==> src/prsi_map.svh <==
// Register map, field positions, reset values and timing counts
`ifndef PRSI_MAP_SVH
`define PRSI_MAP_SVH

// ----------------------------------------
// Register indexes (byte address = 4 * index)
// ----------------------------------------
`define PRSI_IDX_BASIC_MODE_CONTROL  5'h00
`define PRSI_IDX_BASIC_MODE_STATUS   5'h01
`define PRSI_IDX_MULTI_LED_CONFIG    5'h18
`define PRSI_IDX_STRAP_STATUS        5'h19
`define PRSI_IDX_SOFT_RESET_CONTROL  5'h1F

// ----------------------------------------
// Field positions
// ----------------------------------------
`define PRSI_BMC_MGMT_RESET     15
`define PRSI_BMC_AN_ENABLE      12
`define PRSI_BMC_AN_RESTART     8
`define PRSI_BMS_AN_COMPLETE    5
`define PRSI_BMS_LINK_STATUS    2
`define PRSI_SRC_SOFT_RESET     15
`define PRSI_SRC_DIGITAL_RESET  14
`define PRSI_MLC_COL_DISABLE    0
`define PRSI_MLC_ACT_TO_COL     1

// ----------------------------------------
// Reset values
// ----------------------------------------
`define PRSI_BMC_RESET          16'h1000
`define PRSI_BMS_FIXED          16'h7809
`define PRSI_MLC_RESET          2'h0
`define PRSI_ADDR_STRAP_DEFAULT 5'h01
`define PRSI_MODE_STRAP_DEFAULT 1'b0

// ----------------------------------------
// Timing
// ----------------------------------------
`define PRSI_CLK_PERIOD_NS      10
`define PRSI_RST_PULSE_MIN_NS   1000
`define PRSI_RST_DONE_US        200
`define PRSI_RST_PULSE_CYC      ((`PRSI_RST_PULSE_MIN_NS + `PRSI_CLK_PERIOD_NS - 1) / `PRSI_CLK_PERIOD_NS)
`define PRSI_RST_DONE_CYC       ((`PRSI_RST_DONE_US * 1000) / `PRSI_CLK_PERIOD_NS)

`endif

==> src/prsi_pkg.sv <==
// Types shared by the reset and bring-up logic
package prsi_pkg;

	typedef enum logic [1:0] {
		PRSI_SEQ_RUN    = 2'b00,
		PRSI_SEQ_PULSE  = 2'b01,
		PRSI_SEQ_RELAT  = 2'b10,
		PRSI_SEQ_BUSY   = 2'b11
	} prsi_seq_t;

	typedef enum logic [1:0] {
		PRSI_AN_IDLE    = 2'b00,
		PRSI_AN_RUN     = 2'b01,
		PRSI_AN_DONE    = 2'b10
	} prsi_an_t;

endpackage

==> src/prsi_reset_seq.sv <==
// Hardware reset pulse qualifier and internal reset completion timer
`include "prsi_map.svh"

module prsi_reset_seq #(
	parameter int PULSE_CYC = `PRSI_RST_PULSE_CYC,
	parameter int DONE_CYC  = `PRSI_RST_DONE_CYC
) (
	// Clock and reset
	input  wire logic                clk,
	input  wire logic                rst_n,
	// Reset pin and soft request
	input  wire logic                hw_reset_pin_n,
	input  wire logic                soft_req,
	// Sequencer outputs
	output prsi_pkg::prsi_seq_t      seq_state,
	output logic                     core_clear,
	output logic                     relatch,
	output logic                     busy
);
	import prsi_pkg::*;

	prsi_seq_t    state_reg;
	prsi_seq_t    state_next;
	logic [31:0]  cnt_reg;
	logic [31:0]  cnt_next;

	wire pulse_ok = (cnt_reg >= 32'(PULSE_CYC - 1));
	wire done_ok  = (cnt_reg >= 32'(DONE_CYC - 1));

	// ----------------------------------------
	// Sequence
	// ----------------------------------------
	always_comb begin
		state_next = state_reg;
		cnt_next   = cnt_reg + 32'h1;
		case (state_reg)
			PRSI_SEQ_RUN: begin
				cnt_next = 32'h0;
				if (!hw_reset_pin_n) begin
					state_next = PRSI_SEQ_PULSE;
				end else if (soft_req) begin
					state_next = PRSI_SEQ_BUSY;
				end
			end
			PRSI_SEQ_PULSE: begin
				if (hw_reset_pin_n) begin
					// Short glitch is ignored; a full-width pulse resets all
					state_next = pulse_ok ? PRSI_SEQ_RELAT : PRSI_SEQ_RUN;
					cnt_next   = 32'h0;
				end else if (pulse_ok) begin
					cnt_next = cnt_reg;
				end
			end
			PRSI_SEQ_RELAT: begin
				state_next = PRSI_SEQ_BUSY;
				cnt_next   = 32'h0;
			end
			PRSI_SEQ_BUSY: begin
				if (!hw_reset_pin_n) begin
					state_next = PRSI_SEQ_PULSE;
					cnt_next   = 32'h0;
				end else if (done_ok) begin
					state_next = PRSI_SEQ_RUN;
					cnt_next   = 32'h0;
				end
			end
			default: begin
				state_next = PRSI_SEQ_RUN;
				cnt_next   = 32'h0;
			end
		endcase
	end

	always_ff @(posedge clk or negedge rst_n) begin
		if (!rst_n) begin
			// Power-up follows the same path as a pin reset
			state_reg <= PRSI_SEQ_RELAT;
			cnt_reg   <= 32'h0;
		end else begin
			state_reg <= state_next;
			cnt_reg   <= cnt_next;
		end
	end

	assign seq_state  = state_reg;
	assign core_clear = (state_reg == PRSI_SEQ_RELAT) ||
	                    ((state_reg == PRSI_SEQ_PULSE) && pulse_ok);
	assign relatch    = (state_reg == PRSI_SEQ_RELAT);
	assign busy       = (state_reg != PRSI_SEQ_RUN);

endmodule

==> src/prsi_phy_init.sv <==
// Reset, strap latch, management registers and LED routing of the transceiver
// Function
// - Reset pin low one microsecond resets all
// - Hardware reset restores defaults, relatches straps
// - Internal reset completes about 200 microseconds later
// - Autoneg complete bit set when negotiation ends
// - Receive-valid strap selects MII or RMII
// - Five address straps latched at hardware reset
// - Link output steady on, blinks on activity
// - Activity moves to collision pin if disabled and routing bit set
// - Address straps default to one, full range
//
// Chosen here: the Wishbone slave port.
`include "prsi_map.svh"

module prsi_phy_init #(
	parameter int ADR_W     = 8,
	parameter int DONE_CYC  = `PRSI_RST_DONE_CYC,
	parameter int AN_CYC    = 1000,
	parameter int BLINK_CYC = 2000
) (
	// Clock and reset
	input  wire logic              clk,
	input  wire logic              rst_n,
	// Wishbone slave
	input  wire logic              wb_cyc_i,
	input  wire logic              wb_stb_i,
	input  wire logic              wb_we_i,
	input  wire logic [ADR_W-1:0]  wb_adr_i,
	input  wire logic [3:0]        wb_sel_i,
	input  wire logic [31:0]       wb_dat_i,
	output logic [31:0]            wb_dat_o,
	output logic                   wb_ack_o,
	// Hardware reset pin and straps
	input  wire logic              hw_reset_pin_n,
	input  wire logic              mgmt_addr_strap_bit0,
	input  wire logic [3:0]        rxd_strap,
	input  wire logic              rx_dv_strap,
	// Line status
	input  wire logic              link_up,
	input  wire logic              activity,
	input  wire logic              collision,
	// Pins and status
	output logic                   link_indicator_output,
	output logic                   col_o,
	output logic                   col_oe,
	output logic [4:0]             mgmt_addr,
	output logic                   rmii_mode,
	output logic                   reset_busy
);
	import prsi_pkg::*;

	// ----------------------------------------
	// Reset sequencer
	// ----------------------------------------
	logic       core_clear;
	logic       relatch;
	logic       soft_req;

	prsi_reset_seq #(
		.PULSE_CYC (`PRSI_RST_PULSE_CYC),
		.DONE_CYC  (DONE_CYC)
	) u_seq (
		.clk            (clk),
		.rst_n          (rst_n),
		.hw_reset_pin_n (hw_reset_pin_n),
		.soft_req       (soft_req),
		.seq_state      (),
		.core_clear     (core_clear),
		.relatch        (relatch),
		.busy           (reset_busy)
	);

	// ----------------------------------------
	// Strap latch
	// ----------------------------------------
	logic [4:0] addr_reg;
	logic       mode_reg;

	always_ff @(posedge clk or negedge rst_n) begin
		if (!rst_n) begin
			addr_reg <= `PRSI_ADDR_STRAP_DEFAULT;
			mode_reg <= `PRSI_MODE_STRAP_DEFAULT;
		end else if (relatch) begin
			addr_reg <= {rxd_strap, mgmt_addr_strap_bit0};
			mode_reg <= rx_dv_strap;
		end
	end

	assign mgmt_addr = addr_reg;
	assign rmii_mode = mode_reg;

	// ----------------------------------------
	// Bus decode
	// ----------------------------------------
	logic        ack_reg;
	logic [31:0] rdat_reg;

	wire [4:0] idx      = wb_adr_i[6:2];
	wire       hi_zero  = (wb_adr_i[ADR_W-1:7] == '0) && (wb_adr_i[1:0] == 2'h0);
	wire       req      = wb_cyc_i && wb_stb_i && !ack_reg;
	wire       wr       = req && wb_we_i && !reset_busy;
	wire       hit_bmc  = hi_zero && (idx == `PRSI_IDX_BASIC_MODE_CONTROL);
	wire       hit_bms  = hi_zero && (idx == `PRSI_IDX_BASIC_MODE_STATUS);
	wire       hit_mlc  = hi_zero && (idx == `PRSI_IDX_MULTI_LED_CONFIG);
	wire       hit_strp = hi_zero && (idx == `PRSI_IDX_STRAP_STATUS);
	wire       hit_src  = hi_zero && (idx == `PRSI_IDX_SOFT_RESET_CONTROL);
	wire [15:0] lane_m  = {{8{wb_sel_i[1]}}, {8{wb_sel_i[0]}}};
	wire [15:0] wdat    = wb_dat_i[15:0];

	// ----------------------------------------
	// Register state
	// ----------------------------------------
	logic [15:0] bmc_reg;
	logic [1:0]  mlc_reg;
	logic        an_cmpl_reg;
	prsi_an_t    an_reg;
	prsi_an_t    an_next;
	logic [31:0] an_cnt_reg;

	wire [15:0] bmc_wr   = (bmc_reg & ~lane_m) | (wdat & lane_m);
	wire        bmc_we   = wr && hit_bmc;
	wire        src_we   = wr && hit_src;
	wire        mgmt_rst = bmc_we && bmc_wr[`PRSI_BMC_MGMT_RESET];
	wire        dig_rst  = src_we && wb_sel_i[1] &&
	                       (wdat[`PRSI_SRC_SOFT_RESET] || wdat[`PRSI_SRC_DIGITAL_RESET]);
	wire        clr_all  = core_clear || mgmt_rst || dig_rst;
	wire        an_start = bmc_we && bmc_wr[`PRSI_BMC_AN_ENABLE] &&
	                       bmc_wr[`PRSI_BMC_AN_RESTART];
	wire        an_fin   = (an_reg == PRSI_AN_RUN) && link_up &&
	                       (an_cnt_reg >= 32'(AN_CYC - 1));

	// Digital reset reruns the internal completion wait
	assign soft_req = dig_rst;

	always_comb begin
		an_next = an_reg;
		case (an_reg)
			PRSI_AN_IDLE: an_next = an_start ? PRSI_AN_RUN : PRSI_AN_IDLE;
			PRSI_AN_RUN:  an_next = an_fin ? PRSI_AN_DONE : PRSI_AN_RUN;
			PRSI_AN_DONE: an_next = an_start ? PRSI_AN_RUN : PRSI_AN_DONE;
			default:      an_next = PRSI_AN_IDLE;
		endcase
		if (!link_up && (an_reg == PRSI_AN_DONE)) begin
			an_next = PRSI_AN_IDLE;
		end
	end

	always_ff @(posedge clk or negedge rst_n) begin
		if (!rst_n) begin
			bmc_reg <= `PRSI_BMC_RESET;
			mlc_reg <= `PRSI_MLC_RESET;
		end else if (clr_all) begin
			bmc_reg <= `PRSI_BMC_RESET;
			mlc_reg <= `PRSI_MLC_RESET;
		end else begin
			if (bmc_we) begin
				// Restart and reset bits self-clear
				bmc_reg <= bmc_wr & ~(16'h1 << `PRSI_BMC_AN_RESTART);
			end
			if (wr && hit_mlc && wb_sel_i[0]) begin
				mlc_reg <= wdat[1:0];
			end
		end
	end

	always_ff @(posedge clk or negedge rst_n) begin
		if (!rst_n) begin
			an_reg      <= PRSI_AN_IDLE;
			an_cnt_reg  <= 32'h0;
			an_cmpl_reg <= 1'b0;
		end else if (clr_all) begin
			an_reg      <= PRSI_AN_IDLE;
			an_cnt_reg  <= 32'h0;
			an_cmpl_reg <= 1'b0;
		end else begin
			an_reg      <= an_next;
			an_cnt_reg  <= (an_reg == PRSI_AN_RUN && !an_start) ? an_cnt_reg + 32'h1 : 32'h0;
			// Completion wins over a restart in the same cycle
			if (an_fin) begin
				an_cmpl_reg <= 1'b1;
			end else if (an_start || !link_up) begin
				an_cmpl_reg <= 1'b0;
			end
		end
	end

	// ----------------------------------------
	// Read mux and acknowledge
	// ----------------------------------------
	wire [15:0] bms_val  = `PRSI_BMS_FIXED |
	                       (16'(an_cmpl_reg) << `PRSI_BMS_AN_COMPLETE) |
	                       (16'(link_up) << `PRSI_BMS_LINK_STATUS);
	wire [15:0] strp_val = {8'h00, reset_busy, mode_reg, 1'b0, addr_reg};
	wire [15:0] rd_val   = hit_bmc  ? bmc_reg :
	                       hit_bms  ? bms_val :
	                       hit_mlc  ? {14'h0000, mlc_reg} :
	                       hit_strp ? strp_val :
	                       16'h0000;

	always_ff @(posedge clk or negedge rst_n) begin
		if (!rst_n) begin
			ack_reg  <= 1'b0;
			rdat_reg <= 32'h00000000;
		end else begin
			ack_reg  <= req;
			rdat_reg <= (req && !wb_we_i) ? {16'h0000, rd_val} : 32'h00000000;
		end
	end

	assign wb_ack_o = ack_reg;
	assign wb_dat_o = rdat_reg;

	// ----------------------------------------
	// LED routing
	// ----------------------------------------
	logic [31:0] blink_reg;
	logic        led_reg;
	logic        col_reg;

	wire act_blink = (blink_reg != 32'h0) && (blink_reg >= 32'(BLINK_CYC / 2));
	wire act_to_col = mlc_reg[`PRSI_MLC_ACT_TO_COL] && mlc_reg[`PRSI_MLC_COL_DISABLE];

	always_ff @(posedge clk or negedge rst_n) begin
		if (!rst_n) begin
			blink_reg <= 32'h0;
			led_reg   <= 1'b0;
			col_reg   <= 1'b0;
		end else begin
			if (activity && blink_reg == 32'h0) begin
				blink_reg <= 32'(BLINK_CYC);
			end else if (blink_reg != 32'h0) begin
				blink_reg <= blink_reg - 32'h1;
			end
			led_reg <= link_up && !(act_blink && !act_to_col);
			col_reg <= act_to_col ? act_blink :
			           (!mlc_reg[`PRSI_MLC_COL_DISABLE] && collision);
		end
	end

	assign link_indicator_output = led_reg && !reset_busy;
	assign col_o  = col_reg;
	// Collision pin stays an input while straps may be sampled
	assign col_oe = !reset_busy;

endmodule

==> config.mk <==
export PLATFORM = sky130hd
export DESIGN_NAME = prsi_phy_init
export DESIGN_NICKNAME = d
export VERILOG_FILES = /design/src/prsi_pkg.sv /design/src/prsi_reset_seq.sv /design/src/prsi_phy_init.sv
export VERILOG_INCLUDE_DIRS = /design/src
export SDC_FILE = /design/constraint.sdc
export NUM_CORES = 1
export LEC_CHECK = 0
export BUFFER_PORTS_ARGS = -buffer_cell sky130_fd_sc_hd__buf_2
export CAP_MARGIN = 25
export CORE_ASPECT_RATIO = 0.8
export CORE_MARGIN = 2
export CORE_UTILIZATION = 35
export CTS_CLUSTER_SIZE = 28
export DETAILED_ROUTE_END_ITERATION = 12
export GPL_TIMING_DRIVEN = 0
export PLACE_DENSITY = 0.59
export SLEW_MARGIN = 15
export SYNTH_ARGS = -nofsm -noshare
export SYNTH_HDL_FRONTEND = slang
export SYNTH_SLANG_ARGS = --single-unit
==> constraint.sdc <==
create_clock -name clk -period 3.65 [get_ports clk]
set_clock_uncertainty 0.1 [all_clocks]
set_input_delay 0.73 -clock clk [delete_from_list [all_inputs] [get_ports clk]]
set_output_delay 0.73 -clock clk [all_outputs]
set_load 0.01 [all_outputs]
==> metrics.md <==
| Metric | Value |
|---|---|
| Actual transition at the worst max-transition pin | `around 0.97 ns` |
| Number of global-route vias before repair | `4759` |
| Post-route minimum period | `3.20 ns` |
| Via count | `5056` |
| FF+latch count, synth | `142` |
| Area leader, netlist | `sky130_fd_sc_hd__dfrtp_1` |
| Clock share of power | `0.506` |
| # DRC | `0` |
| Switching share of power | `0.219` |
| Crit path max-delay cell type | `sky130_fd_sc_hd__o311ai_0` |
| Clock tree root buffer cell | `sky130_fd_sc_hd__clkbuf_16` |
| Kind of end point of the critical path | `flip-flop` |
| Relative slew margins | `0.347` |
| Net Sw Power | `787 µW` |
| Cell class contributing the biggest share of worst-path delay | `compound AO/OA/AOI/OAI gates` |
| Wire length of the first global-routing pass | `roughly 25000 µm` |
| Largest net degree at the start of global routing | `73` |
| Worst r2r dst | `an_cnt_reg[28]` |
| Pins over their slew limit | `0` |
| Row cnt | `45` |
| Core Area | `0.0189 mm²` |
| Number of filler cells placed in the layout | `between 1500 and 2000` |
| Routed vias/inst | `4.82` |
| # hold bufs at CTS | `0` |
| DRT antenna net count | `0` |
| Cell-internal power | `2800 µW` |
| Share of the yosys chip area belonging to registers | `0.528` |
| Chip Height | `128 µm` |
| Count of boundary I/O pins | `102` |
| Post-Synthesis Cells | `between 600 and 700` |
| Post-CTS setup-driven buffer insertion count | `0` |
| CTS tree | `built` |
| Area growth from synthesis to final layout | `20.6%` |
| Total negative slack | `0 ns` |
| Drt wl/cell | `14.3 µm` |
| Worst-path cell chain | `ha_1, nor4_1, o2111ai_1, o311ai_0, nand4_1, clkbuf_1, nor2_1` |
| Die outline area | `0.0204 mm²` |
| Leading post-synthesis cells by cell area | `sky130_fd_sc_hd__dfrtp_1, sky130_fd_sc_hd__nor2_1, sky130_fd_sc_hd__xnor2_1` |
| Port-buffer cells | `66` |
| Power Dens Cells | `442 mW/mm²` |
| Number of enable flip-flop cells after synthesis | `0` |
| 1st-pass router iterations | `5` |
| Maximum Capacitance Violations | `0` |
| Startpoint kind of the worst setup timing path | `flip-flop` |
| Maximum fanout count along the critical path | `10` |
| Number of H-tree levels | `4` |
| Clock latency at the later pin of the worst-skew pair | `0.41 ns` |
| Global routing usage summed across all routing layers | `0.156` |
| Number of distinct standard cells referenced by the synthesized netlist | `55` |
| Reg2Reg Setup Slack | `0.45 ns` |
| Primary flip-flop cell chosen by synthesis mapping | `sky130_fd_sc_hd__dfrtp_1` |
| Class of the tightest hold or removal check | `in -> async` |
| Number of antenna violations at the first check in global routing | `0` |
| Reg clk slew, reported paths | `0.06 ns` |
| CTS resizes | `0` |
| Deepest clock path buffer count | `2` |
| Mean instance size in the synthesized netlist | `9.99 µm²` |
| Violation count after the first detailed-routing iteration | `273` |
| TritonCTS sink count | `around 140` |
| Static leakage | `around 0.0036 µW` |
| Worst flop-to-flop path startpoint | `u_seq.cnt_reg[0]` |
| Final Hold Violating Endpoints | `0` |
| Overall power consumption | `approximately 3600 µW` |
| Footprint of the multi-input gates | `around 0.003 mm²` |
| Gpl congestion | `0.814` |
| Length in cells of the worst reg-to-reg path | `7` |
| Synth Warn # | `0` |
| Chip Width | `between 150 and 200 µm` |
| CP bufs+invs | `1` |
| Yosys top cell area share | `0.517` |
| NumNets Final | `around 840` |
| Initial standard-cell utilization of the core | `0.356` |
| Synthesized area | `0.00673 mm²` |
| RSZ-0062 raised after global routing | `no` |
| Final core utilization | `0.429` |
| TritonCTS buffer count | `17` |
| Final antenna diode count | `0` |
| Highest clock rate | `around 310 MHz` |
| Most common cell in the synthesized netlist | `sky130_fd_sc_hd__dfrtp_1` |
| Status | `complete, no violations` |
| Slowest Stage Delay on Critical Path | `0.81 ns` |
| Synth async-reset ratio | `1.00` |
| Start-to-end type of the worst setup path | `reg -> reg` |
| Area used by sequential logic in the layout | `around 0.0036 mm²` |
| Critical path arrival | `between 3 and 4 ns` |
| Sum of net half-perimeters after detailed placement | `10700 µm` |
| Most used standard cells in the synthesized netlist | `sky130_fd_sc_hd__dfrtp_1, sky130_fd_sc_hd__nor2_1, sky130_fd_sc_hd__nand2_1` |
| Sequential share of power | `0.450` |
| Routed WL | `15000 µm` |
| Max rail drop VDD | `0.296 mV` |
| Final critical-path share of the clock period | `0.876` |
| Worst Path Required | `3.89 ns` |
| Part of the power in combinational logic | `0.044` |
| Share of post-route cells with drive strength above 1 | `0.174` |
| # setup viols final | `0` |
| GR Overflow Total | `0` |
-- power groups by stage --
| stage | logic [µW] | clock network [µW] | registers (µW) |
|---|---|---|---|
| 6_report | 158 | 1820 | 1610 |
| 5_1_grt | 176 | 1950 | 1620 |
| 4_1_cts | 161 | 1860 | 1610 |
| 3_5_place_dp | 160 | 0 | 1640 |
| 3_3_place_gp | 156 | 0 | 1640 |
| 2_1_floorplan | 58.5 | 0 | 1640 |
-- metrics by stage --
| stage | hold slack [ns] | std cells | setup slack, ns | area (µm²) |
|---|---|---|---|---|
| floorplan | 0.334 | 690 | 1.03 | 6790 |
| global placement | 0.365 | 1014 | -0.365 | 7440 |
| detailed placement | 0.365 | 1016 | 0.456 | 7490 |
| CTS | 0.194 | 1048 | 0.426 | 8110 |
| global route | 0.201 | 1049 | 0.151 | 8120 |
| finish | 0.181 | 1049 | 0.454 | 8120 |
-- cell families after synthesis --
| group | share of synthesized area |
|---|---|
| AO/OA/AOI/OAI | 0.0597 |
| flip-flops | 0.528 |
| adder cells (fa/ha/maj) | 0.00744 |
| XOR/XNOR | 0.0742 |
| multiplexers | 0.0372 |
| other | 0.000557 |
| AND/OR/NAND/NOR | 0.251 |
| buffers and inverters | 0.0416 |
-- cell usage in the layout, fill, tap and decap left out, types with 18 or more instances in the layout --
cell type	n
sky130_fd_sc_hd__dfrtp_1	139
sky130_fd_sc_hd__nor2_1	102
sky130_fd_sc_hd__buf_2	67
sky130_fd_sc_hd__nand2_1	40
sky130_fd_sc_hd__xnor2_1	38
sky130_fd_sc_hd__nor3_1	30
sky130_fd_sc_hd__nand3_1	25
sky130_fd_sc_hd__nor4_1	23
sky130_fd_sc_hd__nand4_1	22
sky130_fd_sc_hd__inv_1	21
sky130_fd_sc_hd__xor2_1	19
sky130_fd_sc_hd__a21oi_1	18
-- layout make-up --
class	count	area share
well taps	258	0.0398
multi-input cells	491	0.364
plain buffers	36	0.0248
inverters	21	0.00971
repair buffers	69	0.0473
flip-flops and latches	142	0.438
clock inverters	14	0.0236
clock buffers	18	0.0529
-- worst max-delay path by stage --
stage                           startpoint             end  slack [ns]  cells past startpoint
final                     u_seq.cnt_reg[0]  an_cnt_reg[28]        0.45                      7
after floorplan                wb_adr_i[3]      bmc_reg[0]        1.03                      6
after global placement               rst_n   an_cnt_reg[8]       -0.37                      1
after global routing      u_seq.cnt_reg[0]   an_cnt_reg[7]        0.15                      7
after CTS                 u_seq.cnt_reg[0]  an_cnt_reg[28]        0.43                      7
after detailed placement  u_seq.cnt_reg[0]  an_cnt_reg[28]        0.46                      7
-- metal layers --
layer | GRT usage | vias to the layer above | wire [µm]
li1 | - | 2552 | -
met1 | 0.233 | 2391 | 8120
met5 | 0 | - | 0
met4 | 0.0471 | 0 | 138
met2 | 0.222 | 102 | 6140
met3 | 0.0398 | 11 | 601
(Power assumes the default switching activity.)
